**src/ssq_pkg.sv**
```systemverilog
// Shared types, constants and helpers of the stack push/pop sequencer
package ssq_pkg;

    // ------------------------------------------------------------
    // Widths and encodings
    // ------------------------------------------------------------
    localparam int XW = 64;

    typedef enum logic [1:0] {
        SSQ_PUSH    = 2'b00,
        SSQ_POP     = 2'b01,
        SSQ_POPRET  = 2'b10,
        SSQ_POPRETZ = 2'b11
    } ssq_op_t;

    typedef enum logic [1:0] {
        SSQ_RV32I = 2'b00,
        SSQ_RV64I = 2'b01,
        SSQ_RV32E = 2'b10
    } ssq_base_t;

    // ------------------------------------------------------------
    // Register list and frame constants
    // ------------------------------------------------------------
    localparam logic [3:0] RLIST_MIN = 4'h4;
    localparam logic [3:0] RLIST_E_MAX = 4'h6;
    localparam logic [3:0] RLIST_FULL = 4'hF;
    localparam logic [3:0] RLIST_BIAS = 4'h3;
    localparam logic [3:0] FULL_COUNT = 4'hD;
    localparam logic [3:0] POS_S2 = 4'h3;
    localparam logic [4:0] REG_RA = 5'h01;
    localparam logic [4:0] REG_S0 = 5'h08;
    localparam logic [4:0] REG_S2 = 5'h12;
    localparam logic [7:0] ADJ_UNIT = 8'h10;
    localparam logic [1:0] SIZE_W = 2'h2;
    localparam logic [1:0] SIZE_D = 2'h3;
    localparam logic [7:0] BYTES_W = 8'h04;
    localparam logic [7:0] BYTES_D = 8'h08;

    // ------------------------------------------------------------
    // Carriers
    // ------------------------------------------------------------
    typedef struct packed {
        ssq_op_t op;
        logic [3:0] rlist;
        logic [1:0] spimm;
        logic [XW-1:0] sp;
        logic [XW-1:0] pc;
    } ssq_instr_t;

    typedef struct packed {
        logic vld;
        logic wr;
        logic [1:0] size;
        logic [4:0] reg_idx;
        logic [XW-1:0] addr;
    } ssq_mem_req_t;

    typedef struct packed {
        logic fault;
        logic [XW-1:0] data;
    } ssq_mem_rsp_t;

    typedef struct packed {
        logic vld;
        logic [4:0] idx;
        logic [XW-1:0] data;
    } ssq_rf_wr_t;

    typedef struct packed {
        logic vld;
        logic [XW-1:0] sp;
        logic a0_zero;
        logic jump;
        logic [XW-1:0] target;
    } ssq_commit_t;

    typedef struct packed {
        logic vld;
        logic [XW-1:0] epc;
        logic [XW-1:0] tval;
        logic [5:0] cause;
    } ssq_trap_t;

    // ------------------------------------------------------------
    // Helpers
    // ------------------------------------------------------------
    // Position 0 is the return address, counting upward
    function automatic logic [4:0] ssq_pos_to_reg(input logic [3:0] pos);
        logic [4:0] r;
        r = REG_RA;
        if (pos == 4'h0) begin
            r = REG_RA;
        end else if (pos < POS_S2) begin
            r = REG_S0 + {1'b0, pos} - 5'h01;
        end else begin
            r = REG_S2 + {1'b0, pos - POS_S2};
        end
        return r;
    endfunction

    function automatic logic [7:0] ssq_bytes(input ssq_base_t b);
        return (b == SSQ_RV64I) ? BYTES_D : BYTES_W;
    endfunction

endpackage

```
**src/ssq_rlist_dec.sv**
```systemverilog
// Register list decode and frame size of the stack sequencer
module ssq_rlist_dec (
    input wire logic [3:0] i_rlist,
    input wire logic [1:0] i_spimm,
    input wire ssq_pkg::ssq_base_t i_base,
    output logic o_valid,
    output logic [3:0] o_count,
    output logic [7:0] o_adj
);
    logic [7:0] units;

    always_comb begin
        o_valid = 1'b1;
        units = 8'h00;
        // Codes below four are held back for a later variant
        if (i_rlist < ssq_pkg::RLIST_MIN) begin
            o_valid = 1'b0;
        end
        // No list stops at s10: the last code jumps to s11
        if (i_rlist == ssq_pkg::RLIST_FULL) begin
            o_count = ssq_pkg::FULL_COUNT;
        end else begin
            o_count = i_rlist - ssq_pkg::RLIST_BIAS;
        end
        unique case (i_base)
            ssq_pkg::SSQ_RV32I: begin
                if (i_rlist == ssq_pkg::RLIST_FULL) begin
                    units = 8'h04;
                end else begin
                    units = {6'h00, i_rlist[3:2]};
                end
            end
            ssq_pkg::SSQ_RV64I: begin
                if (i_rlist == ssq_pkg::RLIST_FULL) begin
                    units = 8'h07;
                end else begin
                    units = {5'h00, i_rlist[3:1]} - 8'h01;
                end
            end
            ssq_pkg::SSQ_RV32E: begin
                units = 8'h01;
                // Only ra, s0 and s1 exist on the embedded base
                if (i_rlist > ssq_pkg::RLIST_E_MAX) begin
                    o_valid = 1'b0;
                end
            end
            default: begin
                o_valid = 1'b0;
            end
        endcase
        o_adj = ssq_pkg::ADJ_UNIT * (units + {6'h00, i_spimm});
    end
endmodule // ssq_rlist_dec

```
**src/ssq_addr_gen.sv**
```systemverilog
// Address of one access within a push or pop frame
module ssq_addr_gen (
    input wire ssq_pkg::ssq_op_t i_op,
    input wire ssq_pkg::ssq_base_t i_base,
    input wire logic [ssq_pkg::XW-1:0] i_sp,
    input wire logic [7:0] i_adj,
    input wire logic [3:0] i_step,
    output logic [ssq_pkg::XW-1:0] o_addr,
    output logic [1:0] o_size
);
    logic [ssq_pkg::XW-1:0] offs;
    logic [ssq_pkg::XW-1:0] top;
    logic [ssq_pkg::XW-1:0] raw;

    always_comb begin
        offs = ssq_pkg::XW'(ssq_bytes_mul(i_base, i_step));
        if (i_op == ssq_pkg::SSQ_PUSH) begin
            top = i_sp;
        end else begin
            top = i_sp + {56'h0, i_adj};
        end
        raw = top - offs;
        // Upper half is dropped on the narrow bases
        if (i_base == ssq_pkg::SSQ_RV64I) begin
            o_addr = raw;
            o_size = ssq_pkg::SIZE_D;
        end else begin
            o_addr = {32'h0, raw[31:0]};
            o_size = ssq_pkg::SIZE_W;
        end
    end

    function automatic logic [11:0] ssq_bytes_mul(
        input ssq_pkg::ssq_base_t b,
        input logic [3:0] s
    );
        return {4'h0, ssq_pkg::ssq_bytes(b)} * ({8'h00, s} + 12'h001);
    endfunction
endmodule // ssq_addr_gen

```
**src/ssq_seq.sv**
```systemverilog
// Push/pop stack frame sequencer, top level
module ssq_seq #(
    parameter bit NONIDEM_OK = 1'b0,
    parameter logic [5:0] ILLEGAL_CAUSE = 6'h02,
    parameter logic [5:0] LOAD_FAULT_CAUSE = 6'h05,
    parameter logic [5:0] STORE_FAULT_CAUSE = 6'h07
) (
    input wire logic i_sys_clk,
    input wire logic i_reset_n,
    input wire logic i_start,
    input wire ssq_pkg::ssq_instr_t i_instr,
    input wire ssq_pkg::ssq_base_t i_base,
    input wire logic i_region_nonidem,
    input wire logic i_mem_ready,
    input wire logic i_mem_rsp_vld,
    input wire ssq_pkg::ssq_mem_rsp_t i_mem_rsp,
    output ssq_pkg::ssq_mem_req_t o_mem_req,
    output ssq_pkg::ssq_rf_wr_t o_rf_wr,
    output ssq_pkg::ssq_commit_t o_commit,
    output ssq_pkg::ssq_trap_t o_trap,
    output logic o_busy
);

    // ------------------------------------------------------------
    // State
    // ------------------------------------------------------------
    typedef enum logic [2:0] {
        ST_IDLE = 3'b000,
        ST_CHECK = 3'b001,
        ST_ISSUE = 3'b010,
        ST_WAIT = 3'b011,
        ST_COMMIT = 3'b100,
        ST_TRAP = 3'b101
    } ssq_state_t;

    ssq_state_t state_ff;
    ssq_state_t nxt_state;
    ssq_pkg::ssq_instr_t instr_ff;
    ssq_pkg::ssq_base_t base_ff;
    logic nonidem_ff;
    logic [3:0] step_ff;
    logic [3:0] nxt_step;
    logic [ssq_pkg::XW-1:0] ra_ff;
    logic [ssq_pkg::XW-1:0] fault_addr_ff;
    logic [5:0] fault_cause_ff;
    ssq_pkg::ssq_mem_req_t mem_req_ff;
    ssq_pkg::ssq_rf_wr_t rf_wr_ff;
    ssq_pkg::ssq_commit_t commit_ff;
    ssq_pkg::ssq_trap_t trap_ff;
    logic busy_ff;

    logic dec_valid;
    logic [3:0] dec_count;
    logic [7:0] dec_adj;
    logic [ssq_pkg::XW-1:0] gen_addr;
    logic [1:0] gen_size;
    logic is_push;
    logic accepted;
    logic rsp_ok;
    logic rsp_bad;
    logic last_step;
    logic [3:0] pos;

    // ------------------------------------------------------------
    // Decode and address generation
    // ------------------------------------------------------------
    ssq_rlist_dec u_dec (
        .i_rlist(instr_ff.rlist),
        .i_spimm(instr_ff.spimm),
        .i_base(base_ff),
        .o_valid(dec_valid),
        .o_count(dec_count),
        .o_adj(dec_adj)
    );

    ssq_addr_gen u_addr (
        .i_op(instr_ff.op),
        .i_base(base_ff),
        .i_sp(instr_ff.sp),
        .i_adj(dec_adj),
        .i_step(nxt_step),
        .o_addr(gen_addr),
        .o_size(gen_size)
    );

    assign is_push = (instr_ff.op == ssq_pkg::SSQ_PUSH);
    assign accepted = mem_req_ff.vld && i_mem_ready;
    assign rsp_ok = (state_ff == ST_WAIT) && i_mem_rsp_vld &&
                    !i_mem_rsp.fault;
    assign rsp_bad = (state_ff == ST_WAIT) && i_mem_rsp_vld &&
                     i_mem_rsp.fault;
    assign last_step = (step_ff + 4'h1 == dec_count);
    // Step zero is the highest register, so positions run downward
    assign pos = dec_count - 4'h1 - step_ff;

    // ------------------------------------------------------------
    // Sequence control
    // ------------------------------------------------------------
    // One access in flight at a time; a fixed descending order is
    // one of the orders the frame allows and keeps faults precise
    always_comb begin
        nxt_state = state_ff;
        nxt_step = step_ff;
        unique case (state_ff)
            ST_IDLE: begin
                nxt_step = 4'h0;
                if (i_start) begin
                    nxt_state = ST_CHECK;
                end
            end
            ST_CHECK: begin
                nxt_step = 4'h0;
                if (!dec_valid) begin
                    nxt_state = ST_TRAP;
                end else if (nonidem_ff && !NONIDEM_OK) begin
                    nxt_state = ST_TRAP;
                end else begin
                    nxt_state = ST_ISSUE;
                end
            end
            ST_ISSUE: begin
                if (accepted) begin
                    nxt_state = ST_WAIT;
                end
            end
            ST_WAIT: begin
                if (rsp_bad) begin
                    nxt_state = ST_TRAP;
                end else if (rsp_ok && last_step) begin
                    nxt_state = ST_COMMIT;
                end else if (rsp_ok) begin
                    nxt_step = step_ff + 4'h1;
                    nxt_state = ST_ISSUE;
                end
            end
            ST_COMMIT: begin
                nxt_state = ST_IDLE;
            end
            ST_TRAP: begin
                nxt_state = ST_IDLE;
            end
            default: begin
                nxt_state = ST_IDLE;
            end
        endcase
    end

    always_ff @(posedge i_sys_clk or negedge i_reset_n) begin
        if (!i_reset_n) begin
            state_ff <= ST_IDLE;
            step_ff <= 4'h0;
            busy_ff <= 1'b0;
        end else begin
            state_ff <= nxt_state;
            step_ff <= nxt_step;
            busy_ff <= (nxt_state != ST_IDLE);
        end
    end

    // ------------------------------------------------------------
    // Instruction capture
    // ------------------------------------------------------------
    // Whole instruction is latched so a retry after a trap starts
    // from the same sp and the same frame
    always_ff @(posedge i_sys_clk or negedge i_reset_n) begin
        if (!i_reset_n) begin
            instr_ff <= '0;
            base_ff <= ssq_pkg::SSQ_RV32I;
            nonidem_ff <= 1'b0;
        end else if (state_ff == ST_IDLE && i_start) begin
            instr_ff <= i_instr;
            base_ff <= i_base;
            nonidem_ff <= i_region_nonidem;
        end
    end

    // ------------------------------------------------------------
    // Memory request
    // ------------------------------------------------------------
    always_ff @(posedge i_sys_clk or negedge i_reset_n) begin
        if (!i_reset_n) begin
            mem_req_ff <= '0;
        end else if (nxt_state == ST_ISSUE && state_ff != ST_ISSUE) begin
            mem_req_ff.vld <= 1'b1;
            mem_req_ff.wr <= is_push;
            mem_req_ff.size <= gen_size;
            mem_req_ff.addr <= gen_addr;
            mem_req_ff.reg_idx <= ssq_pkg::ssq_pos_to_reg(
                dec_count - 4'h1 - nxt_step);
        end else if (accepted) begin
            mem_req_ff.vld <= 1'b0;
        end
    end

    // ------------------------------------------------------------
    // Load write-back
    // ------------------------------------------------------------
    // Loaded registers are written at once; a later fault leaves
    // them changed, which the retry overwrites
    always_ff @(posedge i_sys_clk or negedge i_reset_n) begin
        if (!i_reset_n) begin
            rf_wr_ff <= '0;
        end else if (rsp_ok && !is_push) begin
            rf_wr_ff.vld <= 1'b1;
            rf_wr_ff.idx <= ssq_pkg::ssq_pos_to_reg(pos);
            rf_wr_ff.data <= i_mem_rsp.data;
        end else if (state_ff == ST_COMMIT &&
                     instr_ff.op == ssq_pkg::SSQ_POPRETZ) begin
            rf_wr_ff.vld <= 1'b1;
            rf_wr_ff.idx <= 5'h0A;
            rf_wr_ff.data <= '0;
        end else begin
            rf_wr_ff.vld <= 1'b0;
        end
    end

    // Return target is the loaded ra, held for the final group
    always_ff @(posedge i_sys_clk or negedge i_reset_n) begin
        if (!i_reset_n) begin
            ra_ff <= '0;
        end else if (rsp_ok && !is_push && pos == 4'h0) begin
            ra_ff <= i_mem_rsp.data;
        end
    end

    // ------------------------------------------------------------
    // Final atomic group
    // ------------------------------------------------------------
    always_ff @(posedge i_sys_clk or negedge i_reset_n) begin
        if (!i_reset_n) begin
            commit_ff <= '0;
        end else if (state_ff == ST_WAIT && nxt_state == ST_COMMIT) begin
            commit_ff.vld <= 1'b1;
            if (is_push) begin
                commit_ff.sp <= instr_ff.sp - {56'h0, dec_adj};
            end else begin
                commit_ff.sp <= instr_ff.sp + {56'h0, dec_adj};
            end
            commit_ff.a0_zero <= (instr_ff.op == ssq_pkg::SSQ_POPRETZ);
            commit_ff.jump <= (instr_ff.op == ssq_pkg::SSQ_POPRET) ||
                              (instr_ff.op == ssq_pkg::SSQ_POPRETZ);
            if (pos == 4'h0) begin
                commit_ff.target <= i_mem_rsp.data;
            end else begin
                commit_ff.target <= ra_ff;
            end
        end else begin
            commit_ff.vld <= 1'b0;
        end
    end

    // ------------------------------------------------------------
    // Trap reporting
    // ------------------------------------------------------------
    always_ff @(posedge i_sys_clk or negedge i_reset_n) begin
        if (!i_reset_n) begin
            fault_addr_ff <= '0;
            fault_cause_ff <= 6'h00;
        end else if (state_ff == ST_CHECK) begin
            fault_addr_ff <= gen_addr;
            if (!dec_valid) begin
                fault_cause_ff <= ILLEGAL_CAUSE;
            end else if (is_push) begin
                fault_cause_ff <= STORE_FAULT_CAUSE;
            end else begin
                fault_cause_ff <= LOAD_FAULT_CAUSE;
            end
        end else if (rsp_bad) begin
            fault_addr_ff <= mem_req_ff.addr;
            fault_cause_ff <= is_push ? STORE_FAULT_CAUSE : LOAD_FAULT_CAUSE;
        end
    end

    always_ff @(posedge i_sys_clk or negedge i_reset_n) begin
        if (!i_reset_n) begin
            trap_ff <= '0;
        end else if (state_ff == ST_TRAP) begin
            trap_ff.vld <= 1'b1;
            trap_ff.epc <= instr_ff.pc;
            trap_ff.tval <= (fault_cause_ff == ILLEGAL_CAUSE) ?
                            '0 : fault_addr_ff;
            trap_ff.cause <= fault_cause_ff;
        end else begin
            trap_ff.vld <= 1'b0;
        end
    end

    // ------------------------------------------------------------
    // Outputs
    // ------------------------------------------------------------
    assign o_mem_req = mem_req_ff;
    assign o_rf_wr = rf_wr_ff;
    assign o_commit = commit_ff;
    assign o_trap = trap_ff;
    assign o_busy = busy_ff;

endmodule // ssq_seq

```
**config.mk**
```make
export PLATFORM = sky130hd
export DESIGN_NAME = ssq_seq
export DESIGN_NICKNAME = d
export VERILOG_FILES = /design/src/ssq_pkg.sv /design/src/ssq_rlist_dec.sv /design/src/ssq_addr_gen.sv /design/src/ssq_seq.sv
export SDC_FILE = /design/constraint.sdc
export NUM_CORES = 1
export LEC_CHECK = 0
export ABC_AREA = 1
export CAP_MARGIN = 20
export CORE_MARGIN = 2
export CORE_UTILIZATION = 60
export DETAILED_ROUTE_END_ITERATION = 8
export DONT_BUFFER_PORTS = 1
export GPL_TIMING_DRIVEN = 0
export PLACE_DENSITY = 0.76
export SYNTH_ARGS = -nofsm -noshare
export SYNTH_HDL_FRONTEND = slang
export SYNTH_SLANG_ARGS = --single-unit
export TNS_END_PERCENT = 20
```
**constraint.sdc**
```tcl
create_clock -name i_sys_clk -period 5.8 [get_ports i_sys_clk]
set_clock_uncertainty 0.2 [all_clocks]
set_input_delay 0.58 -clock i_sys_clk [delete_from_list [all_inputs] [get_ports i_sys_clk]]
set_output_delay 0.58 -clock i_sys_clk [all_outputs]
set_load 0.01 [all_outputs]
```
==> impl_results.md <==
- Num CTS Buffers: 71
- Rows: 89
- CTS clk-pin slew, worst paths: 0.06 ns
- Root buf cell: clkbuf_16
- Max Cap Violations: 0
- Final setup margin: 0.243 ns
- Vias/cell: 6.08
- Clock H-tree levels: 3
- Worst EP required: 6.09 ns
- CTS sink cnt: 682
- Tmin final: 5.56 ns
- Die Y-Extent: 247 microns
- Layout cells sized above 1: 9.64%
- Port-buffer cells: 0
- Placed cells: 5299
- Area grow syn2layout: 16.3%
- Seq/Total Area, Yosys: 48.2%
- Initial Util: 60.4%
- Ys Warns: 0
- Initial DRC count: 3516
- Peak supply drop: 0.000402 V
- Count of cell types in the netlist: 57
- Pins over their slew limit: 0
- Final nets: 5071
- Post-synth EDFFs: 0
- Vias in the first global route: 33051
- Pin count of the biggest net entering global routing: 683
- Syn Std Cell Area: 35400 sq um
- Final hold vios: 684
- Static leakage: 19.6 nW
- CP Max Fanout: 10
- Final ANT Viol Nets: 0
- First-pass GRT wire length: 203000 microns
- Crit-path max cell delay: 0.42 ns
- Design Area, Final: 41200 sq um
- DP Worst Slack: -0.682 ns
- Most frequent cells in the layout: 1386 x nand2_1, 681 x dfrtp_1, 414 x inv_1
- Status: finished with violations
- Syn avg cell area: 7.84 sq um
- Reg2reg setup slack: 0.24 ns
- Final WL: 140000 microns
- Max frequency: 0.180 GHz
- Placed inst area: 36400 sq um
- Fin Hold WS: -0.562 ns
- Mapped Cells: 4522
- Deepest clock path buffer count: 3
- Crit. End Element: register
- Fin cells: 5655
- Crit start category: register
- Pwr/cell area: 645 nW/um^2
- Endpoints failing setup: 0
- Slowest-stage cell, CP: dfrtp_1
- Routed via count: 34392
- Worst-skew pair later-pin latency: 0.64 ns
- Worst path arrival time: 5.85 ns
- Drt pass-1 iters: 6
- Failing checks: negative hold slack
- Die footprint: 61000 sq um
- CTS tree: done
- Tot GR Track Use: 44.8%
- Period utilization: 95.8%
- Core area: 58700 sq um
- Critical Path Most Common Cell: nand2_1
- Ys async rst share: 100%
- Post-synth top flop: dfrtp_1
- Chip width: 247 microns
- Hold/Removal Path Class: input pin to async pin
- Post-detail-place hpwl: 102000 microns
- Worst-margin pin slew: 1.29 ns
- Routability cong.: 1.05
- Slew HR: 13.8%
- Initial antenna violation count: 14
- Most common cell after layout, fill and taps aside: nand2_1
- Synthesized flop and latch total: 682
- Hold_buf cts: 205
- Total grt overflow: 0
- Per-cell routed wire length: 24.7 microns
- DRC: 0
- IO Pins: 619
- Core Util, Final: 70.2%
- CP Class: register to register
cells in the mapped netlist, types with 57 or more instances:
master    instances  share of area [%]
clkbuf_1        133                1.4
inv_1           415                4.4
nand2_1        1396                 15
o21ai_0         318                4.5
nor2_1          408                4.3
o31ai_1          65                1.4
nand3_1         245                3.5
mux2_2           72                2.3
a21oi_1         131                1.8
buf_2            57               0.80
dfrtp_1         682                 48
nand4_1          96                1.7
registers in the layout, summed over array words and instances, names as in the netlist:
signal and flops:
base_ff 2, fault_addr_ff 64, fault_cause_ff 2, instr_ff 136
nonidem_ff 1, o_busy 1, o_commit 131, o_mem_req 73
o_rf_wr 70, o_trap 131, ra_ff 64, state_ff 3
step_ff 4
final timing paths:
kind                                           start                         to  cells after the start
max                        instr_ff[130]$_DFFE_PN0P_  o_mem_req[46]$_DFFE_PN0P_                     35
min                                        i_reset_n   instr_ff[37]$_DFFE_PN0P_                      0
max reg2reg                instr_ff[130]$_DFFE_PN0P_  o_mem_req[46]$_DFFE_PN0P_                     35
min reg2reg                 instr_ff[15]$_DFFE_PN0P_     o_trap[85]$_DFFE_PN0P_                      2
max in group asynchronous                  i_reset_n  o_commit[116]$_DFFE_PN0P_                      0
min in group i_sys_clk                  i_mem_rsp[7]    o_commit[7]$_DFFE_PN0P_                      2
what timing repair did:
item,CTS,global route
setup endpoints to repair,98,94
gates resized for setup,18,49
setup buffers,1,12
hold endpoints to repair,984,682
pin swaps,4,19
per-stage QoR:
stage | total power [mW] | TNS (ns)
after CTS | 25.7 | 0
after detailed placement | 20.8 | -46.01
after floorplan | 16.7 | 0
after global placement | 20.5 | -39.34
final | 26.6 | 0
after global routing | 28.0 | -0.783
cell type report:
cell class,count,area (sq um)
diodes,16,40.0
plain buffers,221,991
clock buffers,99,2030
clock inverters,25,315
fillers,4636,17500
inverters,435,1640
multi-input cells,3185,16000
flip-flops and latches,682,17100
well taps,773,967
repair buffers,219,2160
where the power goes:
group	leakage [nW]	internal [mW]	switching (mW)	total [mW]
Combinational	10.1	3.93	8.65	12.6
Clock	1.16	2.68	2.01	4.70
Sequential	8.37	6.77	2.51	9.28
Total	19.6	13.4	13.2	26.6
critical path, delay by kind of cell, from the launching register on:
kind	cells	cell delay [ns]
DFF	1	0.42
and+or+nand+nor	18	2.06
xor gates and xnor gates	2	0.32
AOI/OAI and AO/OA	5	0.64
adders and majority gates	5	1.32
buffers and inverters	5	0.46
metal layers:
layer,wire length (microns),track usage [%],up-vias,part of all wire [%]
li1,-,-,15225,-
met1,49700,52.2,16505,36
met2,63600,71.0,2035,46
met3,14700,13.2,623,11
met4,11700,31.4,4,8.4
met5,27,0,-,0.019
cell families after synthesis:
kind of cell	count (synthesis)	share of synthesized area (%)
other	2	0.0212
adder cells (fa/ha/maj)	47	1.77
AO/OA/AOI/OAI	711	11.6
flip-flops	682	48.2
XOR/XNOR	46	1.14
AND/OR/NAND/NOR	2304	27.6
multiplexers	72	2.29
buffers and inverters	658	7.39
Note: power is estimated with default switching activity, not from simulation.
